File: config.mk
export PLATFORM = sky130hd
export DESIGN_NAME = xzf_framer
export DESIGN_NICKNAME = d
export VERILOG_FILES = /design/src/xzf_framer.sv /design/src/xzf_fifo.sv
export SDC_FILE = /design/constraint.sdc
export NUM_CORES = 1
export LEC_CHECK = 0
export ABC_CLOCK_PERIOD_IN_PS = 5200
export BUFFER_PORTS_ARGS = -buffer_cell sky130_fd_sc_hd__buf_2
export CAP_MARGIN = 5
export CORE_MARGIN = 2
export CORE_UTILIZATION = 46
export CTS_CLUSTER_SIZE = 16
export DETAILED_ROUTE_END_ITERATION = 8
export PLACE_DENSITY = 0.66
export SYNTH_ARGS = -nofsm -noshare
export SYNTH_HDL_FRONTEND = slang
export SYNTH_SLANG_ARGS = --single-unit
File: constraint.sdc
create_clock -name clk -period 5.2 [get_ports clk]
set_input_delay 0 -clock clk [delete_from_list [all_inputs] [get_ports clk]]
set_output_delay 0 -clock clk [all_outputs]
set_load 0.005 [all_outputs]
File: src/xzf_framer.sv
// Package of constants and the host-side framer that builds explicit transmit frames
// carrying a cluster-library Read Attributes command, byte by byte, into a FIFO.
// Assumes the byte sink on out_data follows valid/ready and that requests come
// from logic on the same clock.

package xzf_pkg;

  // ---------------------------------------------------------------
  // Frame constants
  // ---------------------------------------------------------------
  localparam logic [7:0]  SOF_BYTE     = 8'h7e;
  localparam logic [7:0]  FRAME_TYPE   = 8'h11;
  localparam logic [63:0] BCAST_LONG   = 64'h0000_0000_0000_ffff;
  localparam logic [15:0] SHORT_UNK    = 16'hfffe;
  localparam logic [7:0]  TX_OPTIONS   = 8'h00;
  localparam logic [7:0]  FRAME_CTRL   = 8'h00;
  localparam logic [7:0]  CMD_READ     = 8'h00;
  localparam logic [7:0]  CSUM_BASE    = 8'hff;
  localparam int          ATTR_MAX     = 4;
  localparam logic [15:0] FIXED_LEN    = 16'h0017;

  // ---------------------------------------------------------------
  // Byte offsets within the frame
  // ---------------------------------------------------------------
  localparam logic [5:0] OFS_SOF      = 6'h00;
  localparam logic [5:0] OFS_LEN_HI   = 6'h01;
  localparam logic [5:0] OFS_LEN_LO   = 6'h02;
  localparam logic [5:0] OFS_TYPE     = 6'h03;
  localparam logic [5:0] OFS_ID       = 6'h04;
  localparam logic [5:0] OFS_LONG_HI  = 6'h05;
  localparam logic [5:0] OFS_LONG_LO  = 6'h0c;
  localparam logic [5:0] OFS_SHORT_HI = 6'h0d;
  localparam logic [5:0] OFS_SHORT_LO = 6'h0e;
  localparam logic [5:0] OFS_SRC_EP   = 6'h0f;
  localparam logic [5:0] OFS_DST_EP   = 6'h10;
  localparam logic [5:0] OFS_CLUS_HI  = 6'h11;
  localparam logic [5:0] OFS_CLUS_LO  = 6'h12;
  localparam logic [5:0] OFS_PROF_HI  = 6'h13;
  localparam logic [5:0] OFS_PROF_LO  = 6'h14;
  localparam logic [5:0] OFS_RADIUS   = 6'h15;
  localparam logic [5:0] OFS_OPTIONS  = 6'h16;
  localparam logic [5:0] OFS_FCTRL    = 6'h17;
  localparam logic [5:0] OFS_SEQ      = 6'h18;
  localparam logic [5:0] OFS_CMD      = 6'h19;
  localparam logic [5:0] OFS_ATTR     = 6'h1a;

  localparam int FIFO_DEPTH = 16;

  // ---------------------------------------------------------------
  // Types
  // ---------------------------------------------------------------
  typedef struct packed {
    logic [7:0]                 frame_id;
    logic [63:0]                dest_long;
    logic [15:0]                dest_short;
    logic                       broadcast;
    logic                       short_unknown;
    logic [7:0]                 src_ep;
    logic [7:0]                 dst_ep;
    logic [15:0]                cluster;
    logic [15:0]                profile;
    logic [7:0]                 radius;
    logic [7:0]                 seq;
    logic [2:0]                 attr_count;
    logic [ATTR_MAX-1:0][15:0]  attr;
  } xzf_req_t;

  typedef enum logic [0:0] {
    XZF_IDLE,
    XZF_SEND
  } xzf_state_t;

endpackage

module xzf_framer (
  input  wire logic          clk,
  input  wire logic          sys_rst,
  input  wire xzf_pkg::xzf_req_t req,
  input  wire logic          req_valid,
  output logic               req_ready,
  output logic [7:0]         out_data,
  output logic               out_valid,
  input  wire logic          out_ready,
  output logic               busy
);

  // ---------------------------------------------------------------
  // State
  // ---------------------------------------------------------------
  typedef struct packed {
    xzf_pkg::xzf_state_t fsm;
    xzf_pkg::xzf_req_t   rq;
    logic [5:0]          idx;
    logic [7:0]          sum;
    logic                req_ready;
    logic                busy;
    logic [7:0]          out_data;
    logic                out_valid;
  } xzf_top_state_t;

  xzf_top_state_t st_reg;
  xzf_top_state_t st_next;

  logic [7:0]  cur_byte;
  logic [15:0] frame_len;
  logic [5:0]  last_idx;
  logic [5:0]  long_sel;
  logic [5:0]  attr_sel;
  logic        push;
  logic        fifo_in_ready;
  logic [7:0]  fifo_out_data;
  logic        fifo_out_valid;
  logic        fifo_out_ready;

  // Length counts frame data from the type byte to the last attribute.
  assign frame_len = xzf_pkg::FIXED_LEN + {12'h000, st_reg.rq.attr_count, 1'b0};
  assign last_idx  = xzf_pkg::OFS_ATTR + {2'b00, st_reg.rq.attr_count, 1'b0};
  assign long_sel  = xzf_pkg::OFS_LONG_LO - st_reg.idx;
  assign attr_sel  = st_reg.idx - xzf_pkg::OFS_ATTR;
  assign push      = (st_reg.fsm == xzf_pkg::XZF_SEND);

  // ---------------------------------------------------------------
  // Byte selection
  // ---------------------------------------------------------------
  always_comb begin
    cur_byte = 8'h00;
    if (st_reg.idx == last_idx) begin
      cur_byte = xzf_pkg::CSUM_BASE - st_reg.sum;
    end else if (st_reg.idx >= xzf_pkg::OFS_ATTR) begin
      // Attribute identifiers go out low byte first.
      cur_byte = attr_sel[0] ? st_reg.rq.attr[attr_sel[2:1]][15:8]
                             : st_reg.rq.attr[attr_sel[2:1]][7:0];
    end else if (st_reg.idx >= xzf_pkg::OFS_LONG_HI && st_reg.idx <= xzf_pkg::OFS_LONG_LO) begin
      cur_byte = st_reg.rq.dest_long[{long_sel[2:0], 3'b000} +: 8];
    end else begin
      case (st_reg.idx)
        xzf_pkg::OFS_SOF:      cur_byte = xzf_pkg::SOF_BYTE;
        xzf_pkg::OFS_LEN_HI:   cur_byte = frame_len[15:8];
        xzf_pkg::OFS_LEN_LO:   cur_byte = frame_len[7:0];
        xzf_pkg::OFS_TYPE:     cur_byte = xzf_pkg::FRAME_TYPE;
        xzf_pkg::OFS_ID:       cur_byte = st_reg.rq.frame_id;
        xzf_pkg::OFS_SHORT_HI: cur_byte = st_reg.rq.dest_short[15:8];
        xzf_pkg::OFS_SHORT_LO: cur_byte = st_reg.rq.dest_short[7:0];
        xzf_pkg::OFS_SRC_EP:   cur_byte = st_reg.rq.src_ep;
        xzf_pkg::OFS_DST_EP:   cur_byte = st_reg.rq.dst_ep;
        xzf_pkg::OFS_CLUS_HI:  cur_byte = st_reg.rq.cluster[15:8];
        xzf_pkg::OFS_CLUS_LO:  cur_byte = st_reg.rq.cluster[7:0];
        xzf_pkg::OFS_PROF_HI:  cur_byte = st_reg.rq.profile[15:8];
        xzf_pkg::OFS_PROF_LO:  cur_byte = st_reg.rq.profile[7:0];
        // Zero is passed through untouched; the module reads it as maximum hops.
        xzf_pkg::OFS_RADIUS:   cur_byte = st_reg.rq.radius;
        xzf_pkg::OFS_OPTIONS:  cur_byte = xzf_pkg::TX_OPTIONS;
        xzf_pkg::OFS_FCTRL:    cur_byte = xzf_pkg::FRAME_CTRL;
        xzf_pkg::OFS_SEQ:      cur_byte = st_reg.rq.seq;
        xzf_pkg::OFS_CMD:      cur_byte = xzf_pkg::CMD_READ;
        default:               cur_byte = 8'h00;
      endcase
    end
  end

  // ---------------------------------------------------------------
  // Sequencing
  // ---------------------------------------------------------------
  always_comb begin
    st_next = st_reg;
    case (st_reg.fsm)
      xzf_pkg::XZF_IDLE: begin
        if (req_valid && st_reg.req_ready) begin
          st_next.rq  = req;
          st_next.idx = xzf_pkg::OFS_SOF;
          st_next.sum = 8'h00;
          if (req.attr_count > 3'(xzf_pkg::ATTR_MAX)) begin
            st_next.rq.attr_count = 3'(xzf_pkg::ATTR_MAX);
          end
          if (req.broadcast) begin
            st_next.rq.dest_long  = xzf_pkg::BCAST_LONG;
            st_next.rq.dest_short = xzf_pkg::SHORT_UNK;
          end else if (req.short_unknown) begin
            st_next.rq.dest_short = xzf_pkg::SHORT_UNK;
          end
          st_next.fsm       = xzf_pkg::XZF_SEND;
          st_next.req_ready = 1'b0;
          st_next.busy      = 1'b1;
        end
      end
      xzf_pkg::XZF_SEND: begin
        // A full FIFO holds the index, so no byte is skipped under back-pressure.
        if (fifo_in_ready) begin
          if (st_reg.idx >= xzf_pkg::OFS_TYPE) begin
            st_next.sum = st_reg.sum + cur_byte;
          end
          if (st_reg.idx == last_idx) begin
            st_next.fsm       = xzf_pkg::XZF_IDLE;
            st_next.req_ready = 1'b1;
            st_next.busy      = 1'b0;
          end else begin
            st_next.idx = st_reg.idx + 6'h01;
          end
        end
      end
      default: begin
        st_next.fsm       = xzf_pkg::XZF_IDLE;
        st_next.req_ready = 1'b1;
        st_next.busy      = 1'b0;
      end
    endcase
    if (!st_reg.out_valid || out_ready) begin
      st_next.out_valid = fifo_out_valid;
      st_next.out_data  = fifo_out_data;
    end
  end

  assign fifo_out_ready = !st_reg.out_valid || out_ready;

  always_ff @(posedge clk) begin
    if (sys_rst) begin
      st_reg           <= '0;
      st_reg.fsm       <= xzf_pkg::XZF_IDLE;
      st_reg.req_ready <= 1'b1;
    end else begin
      st_reg <= st_next;
    end
  end

  assign req_ready = st_reg.req_ready;
  assign busy      = st_reg.busy;
  assign out_valid = st_reg.out_valid;
  assign out_data  = st_reg.out_data;

  // ---------------------------------------------------------------
  // Byte FIFO
  // ---------------------------------------------------------------
  xzf_fifo #(
    .WIDTH (8),
    .DEPTH (xzf_pkg::FIFO_DEPTH)
  ) u_fifo (
    .clk       (clk),
    .sys_rst   (sys_rst),
    .in_data   (cur_byte),
    .in_valid  (push),
    .in_ready  (fifo_in_ready),
    .out_data  (fifo_out_data),
    .out_valid (fifo_out_valid),
    .out_ready (fifo_out_ready)
  );

  // ---------------------------------------------------------------
  // Checks
  // ---------------------------------------------------------------
  // Independent running sum of accepted bytes from the type byte on.
  logic [7:0] chk_sum_reg;
  always_ff @(posedge clk) begin
    if (sys_rst || !push) begin
      chk_sum_reg <= 8'h00;
    end else if (fifo_in_ready && st_reg.idx >= xzf_pkg::OFS_TYPE) begin
      chk_sum_reg <= chk_sum_reg + cur_byte;
    end
  end

  start_delim_a: assert property (@(posedge clk) disable iff (sys_rst)
    push && st_reg.idx == 6'h00 |-> cur_byte == 8'h7e)
    else $error("start byte wrong");

  length_lo_a: assert property (@(posedge clk) disable iff (sys_rst)
    push && st_reg.idx == 6'h02 |-> cur_byte == 8'd23 + {4'h0, st_reg.rq.attr_count, 1'b0})
    else $error("length byte wrong");

  frame_type_a: assert property (@(posedge clk) disable iff (sys_rst)
    push && st_reg.idx == 6'h03 |-> cur_byte == 8'h11)
    else $error("frame type wrong");

  long_order_a: assert property (@(posedge clk) disable iff (sys_rst)
    push && st_reg.idx == 6'h05 |-> cur_byte == st_reg.rq.dest_long[63:56])
    else $error("long address order wrong");

  bcast_long_a: assert property (@(posedge clk) disable iff (sys_rst)
    push && st_reg.rq.broadcast && st_reg.idx == 6'h0b |-> cur_byte == 8'hff)
    else $error("broadcast address wrong");

  short_unknown_a: assert property (@(posedge clk) disable iff (sys_rst)
    push && (st_reg.rq.broadcast || st_reg.rq.short_unknown) && st_reg.idx == 6'h0e
    |-> cur_byte == 8'hfe)
    else $error("short address wrong");

  options_zero_a: assert property (@(posedge clk) disable iff (sys_rst)
    push && (st_reg.idx == 6'h16 || st_reg.idx == 6'h17 || st_reg.idx == 6'h19)
    |-> cur_byte == 8'h00)
    else $error("fixed zero byte wrong");

  attr_low_a: assert property (@(posedge clk) disable iff (sys_rst)
    push && st_reg.rq.attr_count != 3'h0 && st_reg.idx == 6'h1a
    |-> cur_byte == st_reg.rq.attr[0][7:0])
    else $error("attribute byte order wrong");

  frame_checksum_a: assert property (@(posedge clk) disable iff (sys_rst)
    push && st_reg.idx == last_idx |-> 8'(chk_sum_reg + cur_byte) == 8'hff)
    else $error("checksum wrong");

  stall_hold_a: assert property (@(posedge clk) disable iff (sys_rst)
    push && !fifo_in_ready |=> push && $stable(st_reg.idx))
    else $error("byte lost under stall");

endmodule

File: src/xzf_fifo.sv
// Synchronous FIFO with valid and ready on both sides, used in the byte path of the framer.
// Assumes a single clock and a synchronous active-high reset; DEPTH must be a power of two.

module xzf_fifo #(
  parameter int WIDTH = 8,
  parameter int DEPTH = 16
) (
  input  wire logic             clk,
  input  wire logic             sys_rst,
  input  wire logic [WIDTH-1:0] in_data,
  input  wire logic             in_valid,
  output logic                  in_ready,
  output logic [WIDTH-1:0]      out_data,
  output logic                  out_valid,
  input  wire logic             out_ready
);

  localparam int AW = $clog2(DEPTH);

  // ---------------------------------------------------------------
  // State
  // ---------------------------------------------------------------
  typedef struct packed {
    logic [DEPTH-1:0][WIDTH-1:0] mem;
    logic [AW-1:0]               wr_ptr;
    logic [AW-1:0]               rd_ptr;
    logic [AW:0]                 count;
  } xzf_fifo_state_t;

  xzf_fifo_state_t st_reg;
  xzf_fifo_state_t st_next;
  logic            push;
  logic            pop;

  // Full and empty come from the count, so neither can lie on a wrap.
  assign in_ready  = (st_reg.count != (AW + 1)'(DEPTH));
  assign out_valid = (st_reg.count != '0);
  assign out_data  = st_reg.mem[st_reg.rd_ptr];
  assign push      = in_valid && in_ready;
  assign pop       = out_valid && out_ready;

  always_comb begin
    st_next = st_reg;
    if (push) begin
      st_next.mem[st_reg.wr_ptr] = in_data;
      st_next.wr_ptr             = st_reg.wr_ptr + 1'b1;
    end
    if (pop) begin
      st_next.rd_ptr = st_reg.rd_ptr + 1'b1;
    end
    if (push && !pop) begin
      st_next.count = st_reg.count + 1'b1;
    end else if (pop && !push) begin
      st_next.count = st_reg.count - 1'b1;
    end
  end

  always_ff @(posedge clk) begin
    if (sys_rst) begin
      st_reg <= '0;
    end else begin
      st_reg <= st_next;
    end
  end

endmodule

### Word-level counts from Yosys, hierarchy flattened

Index checks and enable logic that the tools add are counted.

* flip-flop bits (word level): 388
* input port bits: 225
* output and inout port bits: 11

* $add $sub $neg: 11
* $lt $le $gt $ge: 9
* equal/unequal tests: 21
* shift-type cells: 1
* multiplexer cells: 27
* bitwise gates (word level): 1
* reductions and logical operators: 18

Operators by type and width (number)
* $mux W238: 1
* $bwmux W128: 1
* $pmux W8 S15: 1
* $mux W16: 4
* $mux W64: 1
* $shiftx A64 B7 Y8: 1
* $mux W8: 7
* $eq A6 B5 Y1 const B: 7
* $bmux W16 S2: 1
* $bmux W8 S4: 1
* $demux W8 S4: 1
* $pmux W16 S2: 1
* $eq A6 B4 Y1 const B: 3
* $add A5 B4 Y6 const A: 2
* $eq A6 B2 Y1 const B: 2
* $lt A4 B5 Y1 const B: 2
* $mux W5: 2
* $reduce_and A3 Y1: 3
* $add A4 B1 Y4 const B: 2
* $add A8 B8 Y8: 1
* $sub A8 B8 Y8 const A: 1
* $logic_and A1 B1 Y1: 7
* $add A6 B1 Y6 const B: 1
* $eq A6 B1 Y1 const B: 1
* other kinds (28): 34

### Depth between registers and ports, before layout

* word-level depth: 10
* gate-level depth with buffers: 23

### Cells and area by module

Synthesis repeated with hierarchy kept, for this count alone.

* cell total of the unflattened synthesis: 1892
* area, all modules: 17648.2 sq um

Modules (own cells, without submodules)
* xzf_framer: times used 1, cells an instance 1302, area each 11026.8 sq um
* xzf_fifo: times used 1, cells an instance 590, area each 6621.4 sq um

### Worst setup path before layout

Ideal clock, no wire load.

* path kind: register -> register
* start point: register st_reg[19] in the netlist's numbering
* end point: register st_reg[18] in the netlist's numbering
* library setup time: 0.121 ns
* arrival time: 4.150 ns
* required time: 5.079 ns
* setup slack: 0.929 ns
* cell stages (with the launch flop): 20
* clock period less this slack: 4.271 ns
* cell sequence: dfxtp_1 -> buf_4 -> inv_1 -> clkbuf_1 -> ha_1 -> clkbuf_1 -> or3_1 -> a21oi_2 -> nand2_2 -> o31ai_4 -> buf_4 -> inv_1 -> ha_1 -> a21oi_1 -> nand2_1 -> a21o_1 -> a21oi_1 -> o21ai_0 -> a21bo_2 -> mux2_2

* cells in the longest elaborated chain, start to end: 10

RTL lines
* start, declared: line xzf_framer.sv:101 `xzf_top_state_t st_reg;`
* start signal, assigned: line xzf_framer.sv:221 `st_reg <= st_next;`
* parallel branches: the longest is 5 deep, another holds $sub A3 B3 Y3
* $mux W8 *: line xzf_framer.sv:127 `if (st_reg.idx == last_idx) begin`
* named net cur_byte[2]: line xzf_framer.sv:104 `logic [7:0] cur_byte;`
* $add A8 B8 Y8 *: line xzf_framer.sv:190 `st_next.sum = st_reg.sum + cur_byte;`
* $mux W8 *: line xzf_framer.sv:189 `if (st_reg.idx >= xzf_pkg::OFS_TYPE) begin`
* $mux W16 *: line xzf_framer.sv:188 `if (fifo_in_ready) begin`
* $pmux W16 S2 *: line xzf_framer.sv:166 `case (st_reg.fsm)`

Mark *: on every way through the listed nets, which the timed path passes. The select of a mux whose other input is x is not followed.
A chain may end at the register's enable or synchronous reset.

### Worst setup path in the final report

* start point: register st_reg[24] in the netlist's numbering
* end point: register st_reg[18] in the netlist's numbering

* cells in the longest elaborated chain, start to end: 9

RTL lines
* $ge A6 B3 Y1 (tied with other cells): line xzf_framer.sv:133 `end else if (st_reg.idx >= xzf_pkg::OFS_LONG_HI && st_reg.idx <= xzf_pkg::OFS_LONG_LO) begin`
* $logic_and A1 B1 Y1 / $pmux W8 S15 (equally long branches): line xzf_framer.sv:133, xzf_framer.sv:136
* $mux W8: line xzf_framer.sv:133
* $mux W8: line xzf_framer.sv:129 `end else if (st_reg.idx >= xzf_pkg::OFS_ATTR) begin`
* $mux W8 *: line xzf_framer.sv:127
* named net cur_byte[2]: line xzf_framer.sv:104
* $add A8 B8 Y8 *: line xzf_framer.sv:190
* $mux W8 *: line xzf_framer.sv:189
* $mux W16 *: line xzf_framer.sv:188
* $pmux W16 S2 *: line xzf_framer.sv:166

The timed path passes the listed nets; every way through them passes the cells marked *. The select of a mux whose other input is x is not followed.

==> results summary <==
The proportion of register bits with asynchronous set or reset after synthesis is 0%. The clock latency at the later pin of the worst-skew pair came out at 540 ps. The synthesized-area fraction occupied by and/or/nand/nor cells is between 10% and 20%. The die covers between 30000 and 40000 µm². The proportion of netlist area held by the largest area contributor is between 40 and 50%. The number of setup violations in the final report came out at 0. The post-route cell area came out at roughly 22000 µm².

The final layout net count came out at 2521. The post-synthesis share of cell area spent on full adders, half adders and majority gates is 2.22%. The launching element type of the critical path is a flop. The number of failing hold endpoints at the final stage came out at 4.

The number of register bits inferred by synthesis came out at 386. The total of buffers placed on input and output ports is 235. Power spread over the standard cell area amounts to ~340 nW/µm². The total DRC errors in the routed layout came out at 0.

Summed over all nets, wire length on met2 after detailed routing comes to 25.8 mm. In this design, the stage delay of the slowest critical-path cell is 820 ps. The starting density of the core came out at 46.7%. The most used flip-flop cell after synthesis is sky130_fd_sc_hd__dfxtp_1.

The peak ir drop on the vdd network came out at 0.203 mV. The final setup slack of the worst path came out at 238 ps. The via-per-instance ratio is 5.61. The final antenna diode count came out at 0. The wire length after detailed routing is 53.2 mm.

Across all hold checks on the routed design, the worst slack comes to -56.4 ps. In this design, the largest share of critical-path delay is due to compound AO/OA/AOI/OAI gates. The slowest cell on the critical path is sky130_fd_sc_hd__dfxtp_1. The count of maximum capacitance violations is 0. The count of cell types in the netlist came out at 77. Derived from the worst setup path, the maximum achievable clock frequency is 202 MHz. The worst register-to-register path begins at st_reg[24].

The HPWL after detailed placement is 35.0 mm. The first TritonRoute pass finished after 5 iterations. After the first detailed-routing iteration, the DRC count stood at between 1000 and 1500. The final worst-path cycle share came out at approximately 95%. The clock skew after layout is roughly 14 ps. The floorplan has 70 rows. Together, buffers and inverters on the worst path number 1. The maximum net fanout on the critical path came out at 17. The worst-case headroom to the max-slew limit came out at 20.8%. The detailed-routing wirelength on met1 is 23.0 mm. sky130_fd_sc_hd__dfxtp_1 takes more of the synthesized area than any other cell. The number of H-tree levels is 2. The run finished, with violations left.

In this design, the critical path's most frequently occurring cell is sky130_fd_sc_hd__a21oi_1. The mux share of post-synthesis cell area is between 10 and 15%. In this run the remaining antenna-violating nets after routing total 0. The share of the yosys chip area belonging to registers came out at 45.4%. After routing, the total negative slack on setup checks comes to 0 ps. The number of flip-flops in the largest register is 233. The startpoint of the worst hold path is sys_rst. The synthesized-area fraction occupied by xor and xnor cells is roughly 1.2%. The congestion estimate from routability-driven global placement came to around 0.91. In this run the static leakage power is between 0.008 and 0.009 µW. The worst slack at placement came out at 470 ps.

The first-pass GRT wire length is ~83 mm. The combined area of all synthesized cells came out at 17000 µm². The most critical setup path has its startpoint at st_reg[24]. The worst setup path is captured at a flop. During synthesis, Yosys emitted a total of 0 warnings. The startpoint-to-endpoint class of the critical path is flop to flop. The post-detailed-placement cell area came out at 18300 µm².

The number of antenna violations at the first check in global routing is 0. The global-route usage over all layers is between 20% and 30%. After clock tree synthesis, the clock-pin slew on the worst setup and hold paths is around 70 ps. The post-synthesis compound-gate area fraction is between 10% and 20%. The horizontal die dimension came out at 196 µm. Traced cell by cell, the critical path runs through nor4b_4, and2_1, a32o_1, a221oi_1, a31oi_1, o31ai_4, inv_1, ha_1, a21oi_1, nand2_1, a21o_1, a21oi_1, o21ai_0, a21bo_2, mux2_2.

The max-slew violation count is 0. STA puts the critical path data required time at ~5600 ps. The routed via count is ~16000. After synthesis, the largest family of logic cells by area is simple AND/OR/NAND/NOR gates. The class of the tightest hold or removal check is input port to flop. The share of final-layout standard cells stronger than drive strength 1 came out at 19.2%. The post-CTS setup buffer count is 0. Pin placement for this block handled approximately 240 I/O pins. The final reports fail on negative hold slack.

The largest net degree at the start of global routing is 124. The worst endpoint data arrival time came out at 5390 ps. The die height came out at between 150 and 200 µm. The transition time at the pin with the least slew margin is roughly 1200 ps. After detailed routing, no signal wire sits above met4. The routed design could run at a clock period as short as 4960 ps. Setup repair after global routing left no endpoint under its margin. The clock tree from TritonCTS is done. The count of mapped cells out of synthesis came out at 1894.

Counting every sink on the clock net gives 386. The met3 layer wire length in the routed design is 3.19 mm. A synthesized cell averages 9.00 µm².

By area the synthesized netlist is led by sky130_fd_sc_hd__dfxtp_1, sky130_fd_sc_hd__nand2_1, sky130_fd_sc_hd__mux4_2. The layout overhead on the synthesized area is 28.3%. Yosys mapped a number of flops with a built-in enable equal to 0.

The maximum clock insertion buffer count is 3. The cell sitting at the root of the clock tree is a sky130_fd_sc_hd__clkbuf_16. The number of clock buffers inserted by TritonCTS came out at 41. The core area is 36500 µm². The total grt overflow is 0.

The number of global-route vias before repair is 15400. The number of nets in the synthesized netlist is about 2100. The wire length per cell came out at roughly 19 µm.
-- worst register-to-register path, delay by kind of cell, from the launching register on --
kind / cells / cell delay, ps
AO/OA/AOI/OAI: 9 / 2520
flip-flops: 1 / 820
AND/OR/NAND/NOR: 3 / 670
adder cells (fa/ha/maj): 1 / 380
multiplexers: 1 / 260
buffers and inverters: 1 / 190
-- cells in the mapped netlist, types with 6 or more instances --
library cell and count:
sky130_fd_sc_hd__nand2_1 457, sky130_fd_sc_hd__or2_0 15, sky130_fd_sc_hd__ha_1 27, sky130_fd_sc_hd__xor2_1 12
sky130_fd_sc_hd__a21oi_1 179, sky130_fd_sc_hd__o21ai_2 9, sky130_fd_sc_hd__buf_2 14, sky130_fd_sc_hd__inv_1 21
sky130_fd_sc_hd__a32oi_1 13, sky130_fd_sc_hd__mux4_2 72, sky130_fd_sc_hd__buf_1 9, sky130_fd_sc_hd__nor3_1 74
sky130_fd_sc_hd__clkbuf_1 103, sky130_fd_sc_hd__a22o_1 49, sky130_fd_sc_hd__nand3_1 28, sky130_fd_sc_hd__buf_4 21
sky130_fd_sc_hd__a31oi_1 22, sky130_fd_sc_hd__nor2b_1 9, sky130_fd_sc_hd__dfxtp_1 386, sky130_fd_sc_hd__a32o_1 9
sky130_fd_sc_hd__mux2i_1 18, sky130_fd_sc_hd__nand4_1 7, sky130_fd_sc_hd__o21ai_0 42, sky130_fd_sc_hd__a221oi_1 6
sky130_fd_sc_hd__buf_6 8, sky130_fd_sc_hd__a22oi_1 8, sky130_fd_sc_hd__nor2_1 82, sky130_fd_sc_hd__and3_1 6
sky130_fd_sc_hd__xnor2_1 10, sky130_fd_sc_hd__and2_1 7, sky130_fd_sc_hd__o31ai_4 7, sky130_fd_sc_hd__o21ai_1 90
-- cells in the final DEF (no fill, tap or decap), drive strengths merged, types with 10 or more instances in the layout --
cell type	synthesis	final
mux4	72	72
xnor2	10	10
or2	20	20
nor2	82	82
dlygate4sd3	0	222
mux2i	18	18
inv	25	26
nor3	75	75
a21oi	180	180
ha	27	27
xor2	13	13
o21ai	141	141
nand3	28	28
a31oi	23	23
a32oi	13	13
dfxtp	386	386
clkbuf	103	63
nand2	459	459
a22o	49	49
buf	52	263
-- per-stage QoR --
stage / power [µW] / utilization [%] / std cells
floorplan: 4170 / - / 1894
global placement: 4550 / 50.1 / 2470
detailed placement: 4570 / 50.1 / 2470
CTS: 7560 / 59.8 / 2765
global route: 7830 / 59.8 / 2765
finish: 7530 / 59.8 / 2765
-- path summary, 6_finish.rpt --
kind / end / slack [ps] / cells past startpoint
worst max-delay path: st_reg[18] / 240 / 15
worst min-delay path: u_fifo.st_reg[1] / -60 / 2
worst max register to register: st_reg[18] / 240 / 15
worst min register to register: u_fifo.st_reg[125] / 440 / 2
-- cells by family after synthesis --
group | after synthesis
adders and majority gates | 29
muxes | 92
AOI/OAI and AO/OA | 465
DFF | 386
and+or+nand+nor | 718
buffers and inverters | 181
xor gates and xnor gates | 23
-- cell type report --
| type | instances | area, µm² |
|---|---|---|
| inverter | 26 | 97.6 |
| tap | 468 | 586 |
| clock buffer | 63 | 1240 |
| timing repair buffer | 485 | 3610 |
| clock inverter | 10 | 86.3 |
| fill | 3087 | 14700 |
| sequential | 386 | 7730 |
| multi-input combinational | 1327 | 8500 |
-- power breakdown --
part,leakage [µW],switching [µW],internal (µW)
logic,0.00470,740,599
clock network,0.000646,1190,1690
registers,0.00314,194,3120
-- layer usage --
metal	track usage, %	vias to the layer above
li1	-	7392
met1	36.1	7433
met2	46.3	588
met3	3.63	100
met4	7.69	0
met5	0	-
-- timing repair --
item | CTS | global route
hold buffers | 222 | 0
endpoints found under the hold margin | 228 | 0
endpoints found under the setup margin | 0 | 0
resized for setup | 0 | 0
Note: power is estimated with default switching activity, not from simulation.
